## src/include/bip_pkg.sv

```systemverilog
package bip_pkg;
    localparam int NSRC = 23;
    localparam int NLVL = 12;
    localparam int RW   = 4;
    localparam int AW   = 8;

    // level codes carried on the jumper route inputs
    localparam logic [3:0] ROUTE_RES0 = 4'h4;
    localparam logic [3:0] ROUTE_NONE = 4'hF;

    // fixed call addresses of the processor-level inputs: top, high, middle, low
    localparam logic [15:0] CPU_ADDR [0:3] = '{16'h0024, 16'h003C, 16'h0034, 16'h002C};
    localparam logic [2:0]  SRC_RES = 3'h4;

    // register offsets (byte addresses)
    localparam logic [AW-1:0] OFS_CTRL = 8'h00;
    localparam logic [AW-1:0] OFS_MASK = 8'h04;
    localparam logic [AW-1:0] OFS_BASE = 8'h08;
    localparam logic [AW-1:0] OFS_STAT = 8'h0C;
    localparam logic [AW-1:0] OFS_POLL = 8'h10;
    localparam logic [AW-1:0] OFS_EOI  = 8'h14;

    // field positions
    localparam int CTRL_MODE_LSB  = 0;
    localparam int CTRL_SP8_BIT   = 2;
    localparam int CTRL_LOW_LSB   = 4;
    localparam int CTRL_CMASK_LSB = 8;
    localparam int STAT_ISR_LSB   = 8;
    localparam int STAT_CPU_LSB   = 16;
    localparam int POLL_VLD_BIT   = 7;

    // reset values
    localparam logic [7:0]  RST_MASK  = 8'h00;
    localparam logic [15:0] RST_BASE  = 16'h0000;
    localparam logic [2:0]  RST_CMASK = 3'h0;
    localparam logic [2:0]  RST_LOW   = 3'h7;

    typedef enum logic [1:0] {
        MODE_NESTED   = 2'h0,
        MODE_ROTATE   = 2'h1,
        MODE_SPECIFIC = 2'h2,
        MODE_POLLED   = 2'h3
    } bip_mode_type;

    typedef enum logic [1:0] {
        ST_IDLE = 2'h1,
        ST_CALL = 2'h2
    } bip_call_type;

    // distance of a level below the current top-priority level
    function automatic logic [2:0] rank(input logic [2:0] lvl, input logic [2:0] b);
        return lvl - b;
    endfunction

    // first set bit walking upward from the top-priority level
    function automatic logic [2:0] pick(input logic [7:0] v, input logic [2:0] b);
        logic [2:0] k;
        logic [2:0] res;
        res = b;
        for (int i = 7; i >= 0; i--) begin
            k = b + 3'(i);
            if (v[k]) res = k;
        end
        return res;
    endfunction

    function automatic logic [15:0] vec_addr(input logic [15:0] base, input logic [2:0] lvl,
                                             input logic sp8);
        return sp8 ? {base[15:6], lvl, 3'h0} : {base[15:5], lvl, 2'h0};
    endfunction
endpackage

```

## src/include/bip_res_if.sv

```systemverilog
`timescale 1ns/1ps
interface bip_res_if;
    logic [7:0]           req;
    logic [7:0]           mask;
    bip_pkg::bip_mode_type mode;
    logic [2:0]           lowest;
    logic                 ack;
    logic [2:0]           ack_lvl;
    logic                 eoi;
    logic                 poll;
    logic                 int_valid;
    logic [2:0]           int_level;
    logic                 any_pend;
    logic [7:0]           irr;
    logic [7:0]           isr;

    modport ctl (output req, mask, mode, lowest, ack, ack_lvl, eoi, poll,
                 input int_valid, int_level, any_pend, irr, isr);
    modport res (input req, mask, mode, lowest, ack, ack_lvl, eoi, poll,
                 output int_valid, int_level, any_pend, irr, isr);
endinterface

```

## src/rtl/bip_resolver.sv

```systemverilog
`timescale 1ns/1ps
module bip_resolver (
    // clock and reset
    input wire logic pclk,
    input wire logic presetn,
    // control side
    bip_res_if.res   r
);
    logic [7:0] irr_r;
    logic [7:0] isr_r;
    logic [2:0] rot_r;
    logic [2:0] base;
    logic [7:0] pend;
    logic [2:0] top_pend;
    logic [2:0] top_isr;
    logic [7:0] take;
    logic [7:0] done;

    always_comb begin
        unique case (r.mode)
            bip_pkg::MODE_ROTATE:   base = rot_r;
            bip_pkg::MODE_SPECIFIC: base = r.lowest + 3'h1;
            default:                base = 3'h0;
        endcase
    end

    assign pend     = irr_r & ~r.mask;
    assign top_pend = bip_pkg::pick(pend, base);
    assign top_isr  = bip_pkg::pick(isr_r, base);
    assign r.any_pend  = |pend;
    assign r.int_level = top_pend;
    // outranking the level in service; polled mode never calls
    assign r.int_valid = (|pend) && (r.mode != bip_pkg::MODE_POLLED) &&
                         (isr_r == 8'h00 || bip_pkg::rank(top_pend, base) < bip_pkg::rank(top_isr, base));
    assign take = r.ack ? (8'h01 << r.ack_lvl) : (r.poll && (|pend)) ? (8'h01 << top_pend) : 8'h00;
    assign done = (r.eoi && isr_r != 8'h00) ? (8'h01 << top_isr) : 8'h00;
    assign r.irr = irr_r;
    assign r.isr = isr_r;

    // new request wins over the clear of the same level
    always_ff @(posedge pclk or negedge presetn) begin
        if (!presetn) irr_r <= 8'h00;
        else irr_r <= (irr_r & ~take) | r.req;
    end

    always_ff @(posedge pclk or negedge presetn) begin
        if (!presetn) isr_r <= 8'h00;
        else isr_r <= (isr_r & ~done) | take;
    end

    always_ff @(posedge pclk or negedge presetn) begin
        if (!presetn) rot_r <= 3'h0;
        else if (r.eoi && isr_r != 8'h00 && r.mode == bip_pkg::MODE_ROTATE) rot_r <= top_isr + 3'h1;
    end
endmodule // bip_resolver

```

## src/rtl/bip_top.sv

```systemverilog
`timescale 1ns/1ps
// Notes on behaviour
// twelve vectored levels: four processor-level, eight through the priority resolver
// processor levels ranked top, high restart, middle restart, low restart
// each processor level calls its own fixed address
// all processor levels maskable except the non-maskable top request
// resolver calls only when best pending outranks level in service
// one byte write masks any combination of the eight resolver levels
// distinct resolver vectors, spaced four or eight bytes by software
// vector block of 32 or 64 bytes on any matching boundary
// fully nested: level zero highest, level seven lowest
// autorotating: serviced level drops to lowest priority
// specific priority: software names the lowest level, others follow numerically
// polled: encoded status read from a register instead of a call
// up to twenty-three request sources, each routed to a level
// each expansion module drives two request lines
// parallel ports request on input full and on output taken
// serial transceiver gives receive full, transmit ready, transmit empty
// each timer output may serve as one request source
// nine system-bus request lines accepted as sources
// mains-low warning usable as an interrupt source
// source routing is a static input sampled only at reset
module bip_top (
    // apb
    input  wire logic                       pclk,
    input  wire logic                       presetn,
    input  wire logic [bip_pkg::AW-1:0]     paddr,
    input  wire logic                       psel,
    input  wire logic                       penable,
    input  wire logic                       pwrite,
    input  wire logic [31:0]                pwdata,
    output logic [31:0]                     prdata,
    output logic                            pready,
    output logic                            pslverr,
    // request sources
    input  wire logic [1:0]                 pp_in_full,
    input  wire logic [1:0]                 pp_out_empty,
    input  wire logic                       ser_rx_full,
    input  wire logic                       ser_tx_ready,
    input  wire logic                       ser_tx_empty,
    input  wire logic [1:0]                 tmr_out,
    input  wire logic [3:0]                 exp_irq,
    input  wire logic [8:0]                 bus_irq,
    input  wire logic                       mains_low_warning,
    // static routing, four bits per source
    input  wire logic [bip_pkg::NSRC*bip_pkg::RW-1:0] jumper_route,
    // processor call port
    output logic                            call_valid,
    output logic [15:0]                     call_addr,
    input  wire logic                       call_taken
);
    bip_res_if ri ();

    logic [bip_pkg::NSRC-1:0]         src;
    logic [bip_pkg::NSRC*bip_pkg::RW-1:0] route_r;
    logic                             route_taken_r;
    logic [bip_pkg::NLVL-1:0]         lvl_req;
    logic [3:0]                       cpu_pend_r;
    logic [3:0]                       cpu_go;
    logic [3:0]                       cpu_clr;
    bip_pkg::bip_mode_type            mode_r;
    logic                             sp8_r;
    logic [2:0]                       low_r;
    logic [2:0]                       cmask_r;
    logic [7:0]                       mask_r;
    logic [15:0]                      base_r;
    bip_pkg::bip_call_type            st_r;
    logic                             call_valid_r;
    logic [15:0]                      call_addr_r;
    logic [2:0]                       call_src_r;
    logic [2:0]                       call_lvl_r;
    logic                             sel_ok;
    logic [2:0]                       sel_src;
    logic [15:0]                      sel_addr;
    logic [31:0]                      prdata_r;
    logic                             pready_r;
    logic                             pslverr_r;
    logic                             access;
    logic                             xfer;
    logic                             wr_xfer;
    logic                             mapped;
    logic [31:0]                      rd_val;

    // request sources, one bit each
    assign src = {mains_low_warning,
                  bus_irq,
                  exp_irq,
                  tmr_out,
                  ser_tx_empty, ser_tx_ready, ser_rx_full,
                  pp_out_empty, pp_in_full};

    // routing is caught once after reset release; later jumper changes are ignored
    always_ff @(posedge pclk or negedge presetn) begin
        if (!presetn) begin
            route_r       <= {bip_pkg::NSRC{bip_pkg::ROUTE_NONE}};
            route_taken_r <= 1'b0;
        end else if (!route_taken_r) begin
            route_r       <= jumper_route;
            route_taken_r <= 1'b1;
        end
    end

    // several sources may share a level; they are or-ed
    always_comb begin
        lvl_req = '0;
        for (int i = 0; i < bip_pkg::NSRC; i++) begin
            if (route_r[i*bip_pkg::RW +: bip_pkg::RW] < 4'(bip_pkg::NLVL))
                lvl_req[route_r[i*bip_pkg::RW +: bip_pkg::RW]] = lvl_req[route_r[i*bip_pkg::RW +: bip_pkg::RW]] | src[i];
        end
    end

    // processor-level latches; an arriving request beats the clear
    always_ff @(posedge pclk or negedge presetn) begin
        if (!presetn) cpu_pend_r <= 4'h0;
        else cpu_pend_r <= (cpu_pend_r & ~cpu_clr) | lvl_req[3:0];
    end

    assign cpu_go  = cpu_pend_r & {~cmask_r[2], ~cmask_r[1], ~cmask_r[0], 1'b1};
    assign cpu_clr = (st_r == bip_pkg::ST_CALL && call_taken && call_src_r != bip_pkg::SRC_RES)
                     ? (4'h1 << call_src_r[1:0]) : 4'h0;

    // resolver hookup
    assign ri.req     = lvl_req[bip_pkg::NLVL-1:bip_pkg::ROUTE_RES0];
    assign ri.mask    = mask_r;
    assign ri.mode    = mode_r;
    assign ri.lowest  = low_r;
    assign ri.ack     = st_r == bip_pkg::ST_CALL && call_taken && call_src_r == bip_pkg::SRC_RES;
    assign ri.ack_lvl = call_lvl_r;
    assign ri.eoi     = wr_xfer && paddr == bip_pkg::OFS_EOI;
    assign ri.poll    = xfer && !pwrite && paddr == bip_pkg::OFS_POLL && mode_r == bip_pkg::MODE_POLLED;

    bip_resolver u_res (
        .pclk    (pclk),
        .presetn (presetn),
        .r       (ri)
    );

    // fixed ranking, lowest index first; resolver only when no unmasked processor level is pending
    always_comb begin
        sel_ok   = 1'b0;
        sel_src  = bip_pkg::SRC_RES;
        sel_addr = bip_pkg::vec_addr(base_r, ri.int_level, sp8_r);
        if (ri.int_valid) sel_ok = 1'b1;
        for (int i = 3; i >= 0; i--) begin
            if (cpu_go[i]) begin
                sel_ok   = 1'b1;
                sel_src  = 3'(i);
                sel_addr = bip_pkg::CPU_ADDR[i];
            end
        end
    end

    // call handshake: a call is held until the processor takes it
    always_ff @(posedge pclk or negedge presetn) begin
        if (!presetn) begin
            st_r <= bip_pkg::ST_IDLE;
        end else begin
            unique case (st_r)
                bip_pkg::ST_IDLE: if (sel_ok) st_r <= bip_pkg::ST_CALL;
                bip_pkg::ST_CALL: if (call_taken) st_r <= bip_pkg::ST_IDLE;
                default:          st_r <= bip_pkg::ST_IDLE;
            endcase
        end
    end

    always_ff @(posedge pclk or negedge presetn) begin
        if (!presetn) begin
            call_valid_r <= 1'b0;
            call_addr_r  <= 16'h0000;
            call_src_r   <= bip_pkg::SRC_RES;
            call_lvl_r   <= 3'h0;
        end else if (st_r == bip_pkg::ST_IDLE && sel_ok) begin
            call_valid_r <= 1'b1;
            call_addr_r  <= sel_addr;
            call_src_r   <= sel_src;
            call_lvl_r   <= ri.int_level;
        end else if (st_r == bip_pkg::ST_CALL && call_taken) begin
            call_valid_r <= 1'b0;
        end
    end

    assign call_valid = call_valid_r;
    assign call_addr  = call_addr_r;

    // apb: pready one cycle after the access phase opens; effects at the completing edge
    assign access  = psel && penable && !pready_r;
    assign xfer    = psel && penable && pready_r;
    assign wr_xfer = xfer && pwrite && !pslverr_r;
    assign mapped  = paddr == bip_pkg::OFS_CTRL || paddr == bip_pkg::OFS_MASK || paddr == bip_pkg::OFS_BASE ||
                     paddr == bip_pkg::OFS_STAT || paddr == bip_pkg::OFS_POLL || paddr == bip_pkg::OFS_EOI;

    always_comb begin
        rd_val = 32'h0000_0000;
        unique case (paddr)
            bip_pkg::OFS_CTRL: begin
                rd_val[bip_pkg::CTRL_MODE_LSB +: 2]  = mode_r;
                rd_val[bip_pkg::CTRL_SP8_BIT]        = sp8_r;
                rd_val[bip_pkg::CTRL_LOW_LSB +: 3]   = low_r;
                rd_val[bip_pkg::CTRL_CMASK_LSB +: 3] = cmask_r;
            end
            bip_pkg::OFS_MASK: rd_val[7:0]  = mask_r;
            bip_pkg::OFS_BASE: rd_val[15:0] = base_r;
            bip_pkg::OFS_STAT: begin
                rd_val[7:0]                        = ri.irr;
                rd_val[bip_pkg::STAT_ISR_LSB +: 8] = ri.isr;
                rd_val[bip_pkg::STAT_CPU_LSB +: 4] = cpu_pend_r;
            end
            bip_pkg::OFS_POLL: begin
                rd_val[bip_pkg::POLL_VLD_BIT] = ri.any_pend;
                rd_val[2:0]                   = ri.int_level;
            end
            default: rd_val = 32'h0000_0000;
        endcase
    end

    always_ff @(posedge pclk or negedge presetn) begin
        if (!presetn) begin
            pready_r  <= 1'b0;
            pslverr_r <= 1'b0;
            prdata_r  <= 32'h0000_0000;
        end else begin
            pready_r  <= access;
            pslverr_r <= access && !mapped;
            if (access && !pwrite) prdata_r <= rd_val;
        end
    end

    assign pready  = pready_r;
    assign pslverr = pslverr_r;
    assign prdata  = prdata_r;

    // control register
    always_ff @(posedge pclk or negedge presetn) begin
        if (!presetn) begin
            mode_r  <= bip_pkg::MODE_NESTED;
            sp8_r   <= 1'b0;
            low_r   <= bip_pkg::RST_LOW;
            cmask_r <= bip_pkg::RST_CMASK;
        end else if (wr_xfer && paddr == bip_pkg::OFS_CTRL) begin
            mode_r  <= bip_pkg::bip_mode_type'(pwdata[bip_pkg::CTRL_MODE_LSB +: 2]);
            sp8_r   <= pwdata[bip_pkg::CTRL_SP8_BIT];
            low_r   <= pwdata[bip_pkg::CTRL_LOW_LSB +: 3];
            cmask_r <= pwdata[bip_pkg::CTRL_CMASK_LSB +: 3];
        end
    end

    always_ff @(posedge pclk or negedge presetn) begin
        if (!presetn) mask_r <= bip_pkg::RST_MASK;
        else if (wr_xfer && paddr == bip_pkg::OFS_MASK) mask_r <= pwdata[7:0];
    end

    always_ff @(posedge pclk or negedge presetn) begin
        if (!presetn) base_r <= bip_pkg::RST_BASE;
        else if (wr_xfer && paddr == bip_pkg::OFS_BASE) base_r <= pwdata[15:0];
    end
endmodule // bip_top

```

## config.mk

```make
export PLATFORM = sky130hd
export DESIGN_NAME = bip_top
export DESIGN_NICKNAME = d
export VERILOG_FILES = /design/src/include/bip_pkg.sv /design/src/include/bip_res_if.sv /design/src/rtl/bip_resolver.sv /design/src/rtl/bip_top.sv
export SDC_FILE = /design/constraint.sdc
export NUM_CORES = 1
export LEC_CHECK = 0
export ABC_AREA = 1
export BUFFER_PORTS_ARGS = -buffer_cell sky130_fd_sc_hd__buf_2
export CAP_MARGIN = 10
export CORE_ASPECT_RATIO = 1.4
export CORE_UTILIZATION = 40
export DETAILED_ROUTE_END_ITERATION = 10
export PLACE_DENSITY = 0.64
export SETUP_SLACK_MARGIN = 0.05
export SLEW_MARGIN = 25
export SYNTH_ARGS = -nofsm -noshare
export SYNTH_HDL_FRONTEND = slang
export SYNTH_SLANG_ARGS = --single-unit
export TNS_END_PERCENT = 5
```

## constraint.sdc

```tcl
create_clock -name pclk -period 13.5 [get_ports pclk]
set_clock_uncertainty 0.05 [all_clocks]
set_input_delay 0.675 -clock pclk [delete_from_list [all_inputs] [get_ports pclk]]
set_output_delay 0.675 -clock pclk [all_outputs]
set_load 0.01 [all_outputs]
```

==> flow_summary.ini <==
[cts]
clockBufferDepth = 2
hold_buffers = 0
cts-htree-levels = 4
clk_pin_slew_ns = 0.08
clk_latency_ns = 0.49
numClockSinks = 194
cts_tree = yes
numCtsBuffers = 17
clockRootBuffer = clkbuf_16

[floorplanning]
initial_core_util = 0.407
die_w_um = 181
ioPinCount = 212
core_area_um2 = 44200
die_h_um = 253
std_cell_rows = 91
dieArea_um2 = 45800

[setup_path]
arrival_ns = 16.14
r2r_start = route_r[2]
ff2ff_path_depth = 142
startpoint_type = flop
max_stage_delay_ns = 0.55
end_kind = flop
cp_top_family = simple AND/OR/NAND/NOR gates
path_max_fanout = 12
r2r_slack_ns = -2.31
crit_slowest_cell = dfstp_2
cp_common_cell = nand3_1
crit_required_ns = 13.83
critPathKind = flop to flop
cp_num_buf_inv = 7
r2r-end = u_res.r.irr[0]

[sta]
max_freq_mhz = 63.2
rsz0062_at_grt = true
slew_violations = 0
tightest_slew_ns = 0.935
setup_viol = 12
hold_slack_ns = 0.194
worst_slew_margin_rel = 0.375
period_share = 1.17
hold_viol = 0
worst_slack_ns = -2.31
fin_crit_ns = 15.81

[detailed_routing]
wl_um = 63700
firstDrtPassIters = 6
avgRoutedWirePerCell_um = 15.0
vias_per_cell = 5.14
ant_nets = 0
vias = 21800
drcViolationCount = 0
drt-initial-drc-count = 1341

[logic_synthesis]
ys.flop_type = dfstp_2
synthTopCellsByArea = nand2_1 15%, dfstp_2 14%, dfrtp_1 13%, nand3_1 12%, nor2_1 12%
synth_edf_count = 0
synth_top_area_share = 0.148
synth_commonest_cells = 711 x nand2_1, 558 x nor2_1, 443 x nand3_1, 349 x inv_1, 335 x o21ai_0
synth-simple-area-share = 0.450
ys.warnings.count = 0
synth_top_family_by_area = simple AND/OR/NAND/NOR gates
yosysTopAreaCell = nand2_1
synthXorXnorAreaFrac = 0.00292
synth.avg_cell_area_um2 = 5.94
ys_seq_area_frac = 0.277
synthArstFlopShare = 1.00
synth_seq_cells = 194
syn_inst = 3028
ys_types = 44
synth_mux_area_frac = 0.0138
netlist_area_um2 = 18000
synth-compound-area-share = 0.153
yosysMostFrequentCell = nand2_1
synthAdderAreaFrac = 0.0134

[power_and_ir_drop]
power.density_nw_per_um2 = 95.3
power_mw = 2.28
vdd_drop_max_mv = 0.103
p_leak_nw = 12.0

[cells_and_area]
drive_gt1_frac = 0.279
nets = 3849
instances_no_fill = 4242
synthToLayoutAreaGrowth_pct = 32.8
final_core_util = 0.541

[global_routing]
grt-ovfl-total = 0
use_met2 = 0.536
grt_start_max_net_pins = 93
antenna_found_initial = 1
grt_pass1_vias = 20978
grt.total_usage = 0.274
met3_usage = 0.0303
grtUsageMet1 = 0.293
gr-max-usage-layer = met2
grt_pass1_wl_um = 102000

[flow_run]
max-cap-violations = 0

[place]
gp_congestion = 1.01
post-place-ws_ns = -2.85
portBuffers = 181
dp_cells = 4169
hpwlAfterDp_um = 49800

[hold_path]
min_path_type = input port to async pin

[run_status]
violations = setup timing
status = finished with violations
==> kinds of logic after synthesis <==
family,count (synthesis)
xor gates and xnor gates,6
adders and majority gates,18
muxes,22
and+or+nand+nor,1860
DFF,194
AOI/OAI and AO/OA,516
other,2
buffers and inverters,410
==> layer usage <==
layer / routed length (µm) / share of wire / vias up
met5: 13 / 0.00020 / -
met4: 2290 / 0.036 / 2
met3: 1930 / 0.030 / 127
met2: 34100 / 0.54 / 523
met1: 25300 / 0.40 / 9969
li1: - / - / 11179
==> sequential cells by signal, indices dropped and copies added (netlist names) <==
signal / flops
call_src_r: 3
st_r: 2
base_r: 16
prdata: 20
mask_r: 8
call_addr: 14
u_res.r.isr: 8
mode_r: 2
call_lvl_r: 3
sp8_r: 1
u_res.rot_r: 3
cpu_pend_r: 4
route_taken_r: 1
pslverr: 1
low_r: 3
route_r: 92
u_res.r.irr: 8
cmask_r: 3
call_valid: 1
pready: 1
==> layout by cell type (no fill, tap or decap), types with 3 or more instances in the layout <==
cell       synthesis  final
inv_2              5      5
a221oi_1           8      8
clkbuf_16          0     17
or2_2             25     25
o21ai_1           24     10
xor2_1             4      4
buf_4             15    441
buf_2              0    181
o21ai_0          335    335
dfrtp_1           97     96
nand2_1          711    702
inv_6              0      4
a32oi_1            4      4
o221ai_1           7      7
nor2_2            28     95
conb_1             2     15
ha_1              16     16
nand3_2            8     26
a21o_1             4      4
o21ai_2            2     16
o22ai_1           11     11
nand3_1          443    425
nor2_1           558    515
inv_8              0      4
a21oi_1           99     99
mux2_2            22     22
o211ai_1           3      3
a22o_1             6      6
clkinv_1           4      4
nor3_1            20     20
nor2_4            38     51
dfstp_2           97     97
a22oi_1            4      4
nor4_1             5      4
inv_1            349    349
nand2_2           23     32
o21a_1             3      3
==> layout make-up <==
| cell class | instances | area (µm²) |
|---|---|---|
| flip-flops and latches | 194 | 4980 |
| well taps | 558 | 698 |
| multi-input cells | 2474 | 12000 |
| clock inverters | 13 | 138 |
| clock buffers | 19 | 433 |
| inverters | 358 | 1340 |
| repair buffers | 625 | 4260 |
| diodes | 1 | 2.50 |
| fillers | 4531 | 20300 |
==> how the worst max path moves through the flow <==
stage | startpoint | end | slack [ns] | cells after the start
after floorplan | pp_in_full[0] | u_res.r.irr[0] | -0.25 | 138
after global placement | pp_in_full[0] | u_res.r.irr[0] | -2.54 | 140
after detailed placement | pp_in_full[0] | u_res.r.irr[0] | -2.85 | 140
after CTS | route_r[4] | u_res.r.irr[0] | -2.17 | 139
after global routing | route_r[2] | cpu_pend_r[3] | -3.95 | 140
final | route_r[2] | u_res.r.irr[0] | -2.31 | 142
==> metrics by stage <==
step | TNS, ns | area, µm²
2_1_floorplan | -2.51 | 18000
5_1_grt | -47.16 | 23900
4_1_cts | -25.98 | 23700
6_report | -27.64 | 23900
3_3_place_gp | -30.25 | 22700
3_5_place_dp | -34.08 | 22700
==> where the power goes <==
part | internal (mW) | switching (mW)
combinational | 0.462 | 0.617
clock | 0.247 | 0.280
sequential | 0.639 | 0.0314
==> repair_timing <==
item / 4_1_cts / 5_1_grt
pin swaps: 44 / 37
gates resized for setup: 50 / 42
gates cloned: 34 / 3
buffers inserted: 0 / 3
setup endpoints to repair: 12 / 12
(Power assumes the default switching activity.)
